**src/design/pgr_map.vh**
```
`ifndef PGR_MAP_VH
`define PGR_MAP_VH
// register offsets (byte addresses, one aligned word each)
`define PGR_RUN_OFS 8'h00
`define PGR_SLEEP_OFS 8'h04
`define PGR_SRST_OFS 8'h08
`define PGR_READY_OFS 8'h0C
`define PGR_GATE_OFS 8'h10
// field positions
`define PGR_GATE_BIT 0
// reset values
`define PGR_RUN_RST 32'h00000000
`define PGR_SLEEP_RST 32'h00000000
`define PGR_GATE_RST 1'b0
// timing counts in clock cycles
`define PGR_ENABLE_CYCLES 5
`define PGR_SRST_CYCLES 4
`define PGR_CNT_W 3
`endif

```
**src/design/pgr_ctrl.v**
```verilog
`timescale 1ns/1ps
`include "pgr_map.vh"
// Contract
// [RQ1] A peripheral reads not ready while its run clock is off or its reset is held; the code clears ready one cycle after the run enable clears.
// [RQ2] Ready stays false through the settling interval after enable or reset release.
// [RQ3] Each peripheral has a readable ready bit, true only when accessible.
// [RQ4] A soft reset request pulses that peripheral's reset for a short time, then releases it.
// [RQ5] A soft reset resets only the targeted peripheral and no other.
// [RQ6] With its sleep enable clear, a peripheral's clock stops while the processor sleeps.
// [RQ7] A run-enabled peripheral gets its clock back on wake and keeps its state.
// [RQ8] Sleep settings act only while global sleep gating is on; otherwise kept but ignored.
// [RQ9] A peripheral counts as enabled five cycles after the enabling write; earlier access faults; the code sets ready six cycles after the write.
// [RQ10] Run enables clear at power-up; a disabled peripheral neither runs nor answers.
// [RQ11] With its sleep enable set, a peripheral stays clocked during sleep.
// [RQ12] Run, sleep, reset request and ready bits exist per peripheral at one common index.
module pgr_ctrl #(
  parameter NPERIPH = 32
) (
  input wire mclk,
  input wire reset_n,
  input wire ce,
  input wire [7:0] regAddr,
  input wire [31:0] regWdata,
  input wire regWr,
  input wire regRd,
  output reg [31:0] regRdata,
  input wire cpuSleeping,
  input wire [NPERIPH-1:0] periphAccess,
  output reg [NPERIPH-1:0] busFault,
  output wire [NPERIPH-1:0] periphClkEn,
  output wire [NPERIPH-1:0] periphResetN,
  output wire [NPERIPH-1:0] periphReady
);
  // full-word reset values, sliced to the peripheral count below
  localparam [31:0] RUN_RST = `PGR_RUN_RST;
  localparam [31:0] SLEEP_RST = `PGR_SLEEP_RST;
  reg rstMeta_q;
  reg rstSync_q;
  reg [NPERIPH-1:0] runEn_q;
  reg [NPERIPH-1:0] sleepEn_q;
  reg [NPERIPH-1:0] softReset_q;
  reg gateEn_q;
  reg [31:0] rdData_d;

  // pad a peripheral vector to a bus word
  function [31:0] toWord;
    input [NPERIPH-1:0] v;
    begin
      toWord = 32'h00000000;
      toWord[NPERIPH-1:0] = v;
    end
  endfunction

  // reset release through two flops, assertion stays asynchronous
  always @(posedge mclk or negedge reset_n) begin
    if (!reset_n) begin
      rstMeta_q <= 1'b0;
      rstSync_q <= 1'b0;
    end else begin
      rstMeta_q <= 1'b1;
      rstSync_q <= rstMeta_q;
    end
  end

  // control registers; soft reset request is a one-cycle pulse
  always @(posedge mclk or negedge rstSync_q) begin
    if (!rstSync_q) begin
      runEn_q <= RUN_RST[NPERIPH-1:0]; // [RQ10]
      sleepEn_q <= SLEEP_RST[NPERIPH-1:0];
      gateEn_q <= `PGR_GATE_RST;
      softReset_q <= {NPERIPH{1'b0}};
    end else if (ce) begin
      softReset_q <= {NPERIPH{1'b0}};
      if (regWr) begin
        case (regAddr)
          `PGR_RUN_OFS: runEn_q <= regWdata[NPERIPH-1:0];
          `PGR_SLEEP_OFS: sleepEn_q <= regWdata[NPERIPH-1:0]; // [RQ8]
          `PGR_SRST_OFS: softReset_q <= regWdata[NPERIPH-1:0]; // [RQ5]
          `PGR_GATE_OFS: gateEn_q <= regWdata[`PGR_GATE_BIT];
          default: ;
        endcase
      end
    end
  end

  // read mux; unmapped addresses read zero
  always @* begin
    case (regAddr)
      `PGR_RUN_OFS: rdData_d = toWord(runEn_q);
      `PGR_SLEEP_OFS: rdData_d = toWord(sleepEn_q);
      `PGR_SRST_OFS: rdData_d = 32'h00000000;
      `PGR_READY_OFS: rdData_d = toWord(periphReady); // [RQ3]
      `PGR_GATE_OFS: rdData_d = {31'h00000000, gateEn_q};
      default: rdData_d = 32'h00000000;
    endcase
  end

  // read data valid only in the cycle after the strobe
  always @(posedge mclk or negedge rstSync_q) begin
    if (!rstSync_q) begin
      regRdata <= 32'h00000000;
    end else if (ce) begin
      regRdata <= regRd ? rdData_d : 32'h00000000;
    end
  end

  // accesses to a peripheral that is not ready fault, one cycle later
  always @(posedge mclk or negedge rstSync_q) begin
    if (!rstSync_q) begin
      busFault <= {NPERIPH{1'b0}};
    end else if (ce) begin
      busFault <= periphAccess & ~periphReady; // [RQ9] [RQ10]
    end
  end

  // same index for every per-peripheral bit
  genvar i;
  generate
    for (i = 0; i < NPERIPH; i = i + 1) begin : gSlot
      pgr_slot uSlot (
        .mclk(mclk),
        .rstSyncN(rstSync_q),
        .ce(ce),
        .runEn(runEn_q[i]), // [RQ12]
        .sleepEn(sleepEn_q[i]),
        .gateEn(gateEn_q),
        .sleeping(cpuSleeping),
        .softReset(softReset_q[i]),
        .periphResetN(periphResetN[i]),
        .periphReady(periphReady[i]),
        .periphClkEn(periphClkEn[i])
      );
    end
  endgenerate
endmodule

```
**src/design/pgr_slot.v**
```verilog
`timescale 1ns/1ps
`include "pgr_map.vh"
// one peripheral: reset pulse, settle counter, ready and clock gate
module pgr_slot (
  input wire mclk,
  input wire rstSyncN,
  input wire ce,
  input wire runEn,
  input wire sleepEn,
  input wire gateEn,
  input wire sleeping,
  input wire softReset,
  output reg periphResetN,
  output reg periphReady,
  output wire periphClkEn
);
  // counts sized to the counter so loads never truncate silently
  localparam [`PGR_CNT_W-1:0] SRST_LEN = `PGR_SRST_CYCLES;
  localparam [`PGR_CNT_W-1:0] SETTLE_LEN = `PGR_ENABLE_CYCLES - 1;
  reg [`PGR_CNT_W-1:0] rstCnt_q;
  reg [`PGR_CNT_W-1:0] settleCnt_q;
  reg runPrev_q;
  wire inReset;
  wire settled;

  assign inReset = (rstCnt_q != {`PGR_CNT_W{1'b0}});
  assign settled = (settleCnt_q == {`PGR_CNT_W{1'b0}});

  // reset pulse and settle interval counters
  always @(posedge mclk or negedge rstSyncN) begin
    if (!rstSyncN) begin
      rstCnt_q <= {`PGR_CNT_W{1'b0}};
      settleCnt_q <= {`PGR_CNT_W{1'b0}};
      runPrev_q <= 1'b0;
      periphResetN <= 1'b1;
      periphReady <= 1'b0;
    end else if (ce) begin
      runPrev_q <= runEn;
      if (softReset) begin
        rstCnt_q <= SRST_LEN; // [RQ4]
      end else if (inReset) begin
        rstCnt_q <= rstCnt_q - 1'b1; // [RQ4]
      end
      // restart settling on enable edge or reset release
      if (softReset || inReset || (runEn && !runPrev_q)) begin
        settleCnt_q <= SETTLE_LEN; // [RQ2] [RQ9]
      end else if (!settled) begin
        settleCnt_q <= settleCnt_q - 1'b1; // [RQ9]
      end
      periphResetN <= !(softReset || (rstCnt_q > 1)); // [RQ5]
      // not ready when disabled, in reset, or settling
      periphReady <= runEn && !softReset && !inReset && settled
        && runPrev_q; // [RQ1] [RQ2] [RQ3]
    end
  end

  // run gating; sleep gating only when global gating is enabled
  assign periphClkEn = runEn && !(sleeping && gateEn && !sleepEn); // [RQ6] [RQ7] [RQ8] [RQ11]
endmodule

```
**config.mk**
```make
export PLATFORM = sky130hd
export DESIGN_NAME = pgr_ctrl
export DESIGN_NICKNAME = d
export VERILOG_FILES = /design/src/design/pgr_ctrl.v /design/src/design/pgr_slot.v
export VERILOG_INCLUDE_DIRS = /design/src /design/src/design
export SDC_FILE = /design/constraint.sdc
export NUM_CORES = 1
export LEC_CHECK = 0
export ABC_AREA = 0
export BUFFER_PORTS_ARGS = -buffer_cell sky130_fd_sc_hd__buf_2
export CORE_MARGIN = 2
export CORE_UTILIZATION = 44
export CTS_BUF_LIST = sky130_fd_sc_hd__clkbuf_16
export CTS_CLUSTER_DIAMETER = 60
export CTS_CLUSTER_SIZE = 10
export DETAILED_ROUTE_END_ITERATION = 8
export PLACE_DENSITY = 0.62
export REMOVE_ABC_BUFFERS = 1
export SYNTH_ARGS = -nofsm -noshare
export SYNTH_HDL_FRONTEND = slang
export SYNTH_SLANG_ARGS = --single-unit
export TNS_END_PERCENT = 1
```
**constraint.sdc**
```tcl
create_clock -name mclk -period 15.9 [get_ports mclk]
set_input_delay 2.385 -clock mclk [delete_from_list [all_inputs] [get_ports mclk]]
set_output_delay 2.385 -clock mclk [all_outputs]
set_load 0.1 [all_outputs]
```
After elaboration in Yosys (flattened, before gate mapping). Index checks and enable logic that the tools add are counted.

Word-level logic and storage cells: 1111. Register bits after elaboration: 451. Input port bits: 78. Output and inout bits: 160.

Mux-type cells: 132. Equal/unequal tests: 36. Add/sub/neg operators: 64. Reductions and logical operators: 677. Bitwise gates (word level): 2. Order comparisons: 32.

Operators by type and width (count): $mux 3 (128); $logic_and 1x1->1 (225); $logic_not 1->1 (192); $sub 3x1->3 const B (64); $pmux 32 s4 (1); $reduce_and 2->1 (64); $gt 3x1->1 const B (32); $logic_not 3->1 (32); $logic_or 1x1->1 (96); $mux 32 (3); $reduce_bool 3->1 (32); $ne 2x2->1 const B (32); $reduce_bool 2->1 (32); $and 32x32->32 (1); $not 32->32 (1); $eq 8x4->1 const B (2); $reduce_and 3->1 (3); $eq 8x3->1 const B (1); $eq 8x5->1 const B (1); $logic_not 8->1 (1).

Depth between registers and ports, before layout.
Depth after elaboration: 5. Depth in mapped cells: 6. Depth with buffers taken out: 6.

Hierarchy. A second synthesis with hierarchy kept.

Cell total of the unflattened synthesis: 2206. Area total of the unflattened synthesis: 24260.8 µm².

Modules (own cells, without submodules): pgr_slot (gSlot[0].uSlot ...) (seq. area each 226.5 µm², times used 29, area an instance 544.3 µm², cells an instance 53); pgr_ctrl (seq. area each 4078.9 µm², times used 1, area an instance 6889.1 µm², cells an instance 510); pgr_slot (gSlot[20].uSlot ...) (seq. area each 226.5 µm², times used 3, area an instance 529.3 µm², cells an instance 53).

Worst setup path before layout. No wires, ideal clock.

Kind: in2out. Start point: in cpuSleeping. End point: out periphClkEn[0]. Cell stages on the path: 4. Path slack: 10322 ps. Data required time: 13515 ps. Buffers on the path: 2. Arrival time: 3193 ps. Cells stage by stage: nand2_1 -> buf_1 -> o21a_1 -> buf_4.

Longest elaborated chain between the ends: 4.

Ends and longest elaborated chain: from (decl) (RTL line pgr_ctrl.v:27) `input wire cpuSleeping,`; $logic_and 1x1->1 (2 in series) (RTL line pgr_slot.v:58) `assign periphClkEn = runEn && !(sleeping && gateEn && !sleepEn);`; $logic_not 1->1 (RTL line pgr_slot.v:58); $logic_and 1x1->1 (RTL line pgr_slot.v:58); to (decl) (RTL line pgr_ctrl.v:30) `output wire [NPERIPH-1:0] periphClkEn,`.

No other way between the ends.

Worst setup path after layout.
Start point: in cpuSleeping. End point: out periphClkEn[31].

Same word-level chain as after synthesis.

==> impl_results.md <==
- RSZ-0062 raised after global routing: false
- Synth warn: 0
- Syn Std Cell Area: between 0.02 and 0.025 mm²
- Switching share of power: 0.4042
- Critical path, cell by cell: buf_2, nand2_2, o21a_1, buf_2
- Cell count after placement: 3165
- Status: completed
- Combinational Power Share: 0.378
- Prevailing post-synth register cell: sky130_fd_sc_hd__dfrtp_1
- Overall power consumption: ~4.4 mW
- Crit start category: primary input
- Critical path arrival: just under 4 ns
- WL per Instance: ~17 µm
- Clock network fraction of total power: 0.244
- Total of cells resized after clock tree synthesis: 0
- Detailed-route DRC error count: 0
- Synth cell types: 49
- Instance count of the mapped netlist: about 2400
- Die boundary height: between 200 and 250 µm
- Antenna violations before repair: 2
- Total GRT Usage: 0.1943
- Boundary pin count: approximately 240
- Net switching component of the power: approximately 1.8 mW
- First-pass iteration count of the detailed router: 5
- Share of post-route cells with drive strength above 1: 0.1921
- Clk_lat worst skew: a little under 0.6 ns
- Internal power of the cells: between 2 and 3 mW
- Cell Count, Final, Fillers Out: roughly 3300
- Leakage: 12.84 nW
- Weighted congestion reported at the end of routability-driven placement: approximately 0.76
- Clock transition at the registers of the reported paths: ~0.06 ns
- Vias in the first global route: about 17000
- Maximum number of pins on one net before global-route repair: between 150 and 200
- Number of diodes: 0
- Filler cell count: 4978
- Number of setup violations in the final report: 0
- Global-route wire length before repair: 89.22 mm
- Start of the worst register-to-register path: rstSync_q
- Rows: 85
- Reg-to-Reg End: gSlot[4].uSlot.settleCnt_q[2]
- Register area share after synthesis: 0.4767
- Depth of the worst register-to-register path: 3
- Final worst path period need: roughly 6.2 ns
- Routed WL: 54.17 mm
- Number of clock sinks: around 450
- Capture point of the worst path: periphClkEn[31]
- Root cell of the clock tree: sky130_fd_sc_hd__clkbuf_16
- Via total after detailed routing: between 15000 and 20000
- Standard cell core area: 0.05360 mm²
- Max-cap violations: 0
- Max stage delay cell, worst path: sky130_fd_sc_hd__nand2_2
- Fmax: around 0.16 GHz
- Inserted Clock Buffers: 52
- Final hold viol count: 0
- #FFs+latches synth: 451
- Total power density per cell area: 167.5 mW/mm²
- I/O Buffers: ~240
- TritonCTS clock tree: done
- Initial standard-cell utilization of the core: 0.4433
- Flop2flop setup slack: 12.43 ns
- Starting DRT DRC Count: 880
- Deepest level of the CTS H-tree: 2
- Normalized max-slew margin: 0.3033
- Crit end category: primary output
- Fin. max-slew vios: 0
- Transition at the pin with the smallest max-transition slack: roughly 1.0 ns
- Bufs on Longest Clock Path: 3
- DIE AREA: about 0.056 mm²
- Sum of net half-perimeters after detailed placement: ~35 mm
- Path category of the worst min-delay check: register to register
- Relative area change from synthesis to final layout: 11.05%
- Die W: 236.4 µm
- Peak per-stage delay on the critical path: 0.69 ns
- CP dominant cell by count: sky130_fd_sc_hd__buf_2
- Total setup buffers inserted after CTS: 0
- ANT nets after route: 0
- Number of enable-type register cells in the synthesized netlist: 0
- Average cell area after synthesis: 9.895 µm²
- Setup Crit Path Kind: primary input to primary output
- Number of nets in the final layout: approximately 2800
- Final worst path period share: 0.3926
- Hold buffer count at cts: 0
- Maximum ir drop on the vdd rail: 0.1102 mV
- Drt via density: around 5.3
- Clock tree skew after final layout: ~0.018 ns
- Asr flop ratio synth: 1.000
- Timing startpoint of the critical path: cpuSleeping
- Part of the power in registers: 0.378
- Worst EP required: roughly 14 ns
- Final global-route overflow total: 0
- Setup TNS: 0 ns
- Critical-path maximum fanout: 32
[through the flow]
stage                     utilization  setup WS [ns]  hold slack [ns]  area [µm²]
after floorplan                     -          2.455           0.3312       22650
after global placement         0.4643          9.640           0.3398       24890
after detailed placement       0.4643          9.600           0.3428       24890
after CTS                      0.4922          9.597           0.3542       26380
after global routing           0.4922          9.564           0.3667       26380
final                          0.4922          9.658           0.3516       26380
[cell usage in the layout, fill, tap and decap left out, types with 32 or more instances in the layout]
cell,n
sky130_fd_sc_hd__mux2i_1,38
sky130_fd_sc_hd__ha_1,158
sky130_fd_sc_hd__a21oi_1,76
sky130_fd_sc_hd__nand2_1,360
sky130_fd_sc_hd__nand3_1,47
sky130_fd_sc_hd__o41ai_1,58
sky130_fd_sc_hd__nand2b_1,63
sky130_fd_sc_hd__o21a_1,34
sky130_fd_sc_hd__nor2b_1,34
sky130_fd_sc_hd__dfstp_2,32
sky130_fd_sc_hd__buf_2,236
sky130_fd_sc_hd__o21ai_0,200
sky130_fd_sc_hd__clkbuf_16,53
sky130_fd_sc_hd__dfrtp_1,418
sky130_fd_sc_hd__o2bb2ai_1,34
sky130_fd_sc_hd__a22o_1,34
sky130_fd_sc_hd__inv_1,213
sky130_fd_sc_hd__mux2_2,80
sky130_fd_sc_hd__nor2_1,136
[power groups by stage]
stage | Combinational [mW] | Clock, mW | Sequential (mW)
2_1_floorplan | 1.01 | 0 | 2.00
3_3_place_gp | 1.59 | 0 | 1.67
3_5_place_dp | 1.67 | 0 | 1.68
4_1_cts | 1.68 | 1.12 | 1.67
5_1_grt | 1.90 | 1.16 | 1.71
6_report | 1.67 | 1.08 | 1.67
[how the worst min path moves through the flow]
stage	from	to	slack [ns]	cells past startpoint
6_report	rstMeta_q	rstSync_q	0.35	0
3_5_place_dp	rstMeta_q	rstSync_q	0.34	0
5_1_grt	rstMeta_q	rstSync_q	0.37	0
4_1_cts	rstMeta_q	rstSync_q	0.35	0
3_3_place_gp	rstMeta_q	rstSync_q	0.34	0
2_1_floorplan	rstMeta_q	rstSync_q	0.33	0
[sequential cells by signal, summed over array words and instances (netlist names)]
| register | count |
|---|---|
| busFault | 32 |
| gSlot.uSlot.periphReady | 32 |
| gSlot.uSlot.periphResetN | 32 |
| gSlot.uSlot.rstCnt_q | 96 |
| gSlot.uSlot.runPrev_q | 32 |
| gSlot.uSlot.settleCnt_q | 96 |
| gateEn_q | 1 |
| regRdata | 32 |
| rstMeta_q | 1 |
| rstSync_q | 1 |
| runEn_q | 32 |
| sleepEn_q | 32 |
| softReset_q | 32 |
[Yosys cell counts, types with 2 or more instances]
master                      count  area, µm²
sky130_fd_sc_hd__dfrtp_1      419      10490
sky130_fd_sc_hd__nand2_1      361       1355
sky130_fd_sc_hd__o21ai_0      200       1001
sky130_fd_sc_hd__inv_1        185      694.4
sky130_fd_sc_hd__ha_1         158       1977
sky130_fd_sc_hd__nor2_1       136      510.5
sky130_fd_sc_hd__buf_4         96      720.7
sky130_fd_sc_hd__mux2_2        80      900.9
sky130_fd_sc_hd__a21oi_1       76      380.4
sky130_fd_sc_hd__nand2b_1      63      394.1
sky130_fd_sc_hd__clkbuf_1      61      229.0
sky130_fd_sc_hd__o41ai_1       58      508.0
sky130_fd_sc_hd__nand3_1       47      235.2
sky130_fd_sc_hd__mux2i_1       38      380.4
sky130_fd_sc_hd__a22o_1        34      297.8
sky130_fd_sc_hd__nor2b_1       34      212.7
sky130_fd_sc_hd__o21a_1        34      255.2
sky130_fd_sc_hd__o2bb2ai_1     34      297.8
sky130_fd_sc_hd__dfstp_2       32      840.8
sky130_fd_sc_hd__mux2_4        30      450.4
sky130_fd_sc_hd__nand3b_1      30      225.2
sky130_fd_sc_hd__o31ai_1       29      217.7
sky130_fd_sc_hd__or3b_2        29      254.0
sky130_fd_sc_hd__o22ai_1       27      168.9
sky130_fd_sc_hd__a22oi_1       18      135.1
sky130_fd_sc_hd__a211oi_1      17      127.6
sky130_fd_sc_hd__buf_1         17      63.81
sky130_fd_sc_hd__nor3_1         9      45.04
sky130_fd_sc_hd__buf_2          6      30.03
sky130_fd_sc_hd__or3_1          6      37.54
sky130_fd_sc_hd__a211o_1        4      35.03
sky130_fd_sc_hd__nor4_1         4      25.02
sky130_fd_sc_hd__a21o_1         3      22.52
sky130_fd_sc_hd__buf_8          3      45.04
sky130_fd_sc_hd__a31o_2         2      17.52
sky130_fd_sc_hd__buf_6          2      22.52
sky130_fd_sc_hd__mux2_1         2      22.52
sky130_fd_sc_hd__nand4_1        2      12.51
sky130_fd_sc_hd__nor3_2         2      20.02
sky130_fd_sc_hd__nor3b_1        2      15.01
sky130_fd_sc_hd__o211ai_1       2      15.01
sky130_fd_sc_hd__o32ai_1        2      17.52
[metal layers]
layer  wire length [µm]  GRT usage  up-vias
met1              24500     0.2548     8637
met5                 13          0        -
li1                   -          -     8389
met4               1500    0.06732        2
met2              26310     0.3314      273
met3               1849    0.02493       93
[area by class of cell]
type                    instances  area, µm²  area share
repair buffers                253       1329     0.05036
flip-flops and latches        451      11330      0.4294
multi-input cells            1580      10660      0.4039
clock inverters                34      168.9    0.006402
inverters                     185      701.9     0.02660
well taps                     696      870.8     0.03301
clock buffers                  53       1326     0.05027
[critical path, delay by kind of cell]
| family | cells | cell delay (ns) |
|---|---|---|
| AO/OA/AOI/OAI | 1 | 0.20 |
| AND/OR/NAND/NOR | 1 | 0.69 |
| buffers and inverters | 2 | 0.52 |
[cell families (layout without fill, tap and decap cells)]
| family | Yosys count | after routing | share of synthesized area |
|---|---|---|---|
| compound gates | 541 | 541 | 0.1475 |
| fa+ha+maj | 158 | 158 | 0.08321 |
| buf+inv | 370 | 525 | 0.07599 |
| flops | 451 | 451 | 0.4767 |
| mux | 150 | 150 | 0.07383 |
| other cells | 1 | 1 | 0.0001578 |
| simple gates | 730 | 730 | 0.1426 |
Power figures use the tool's default switching activity.
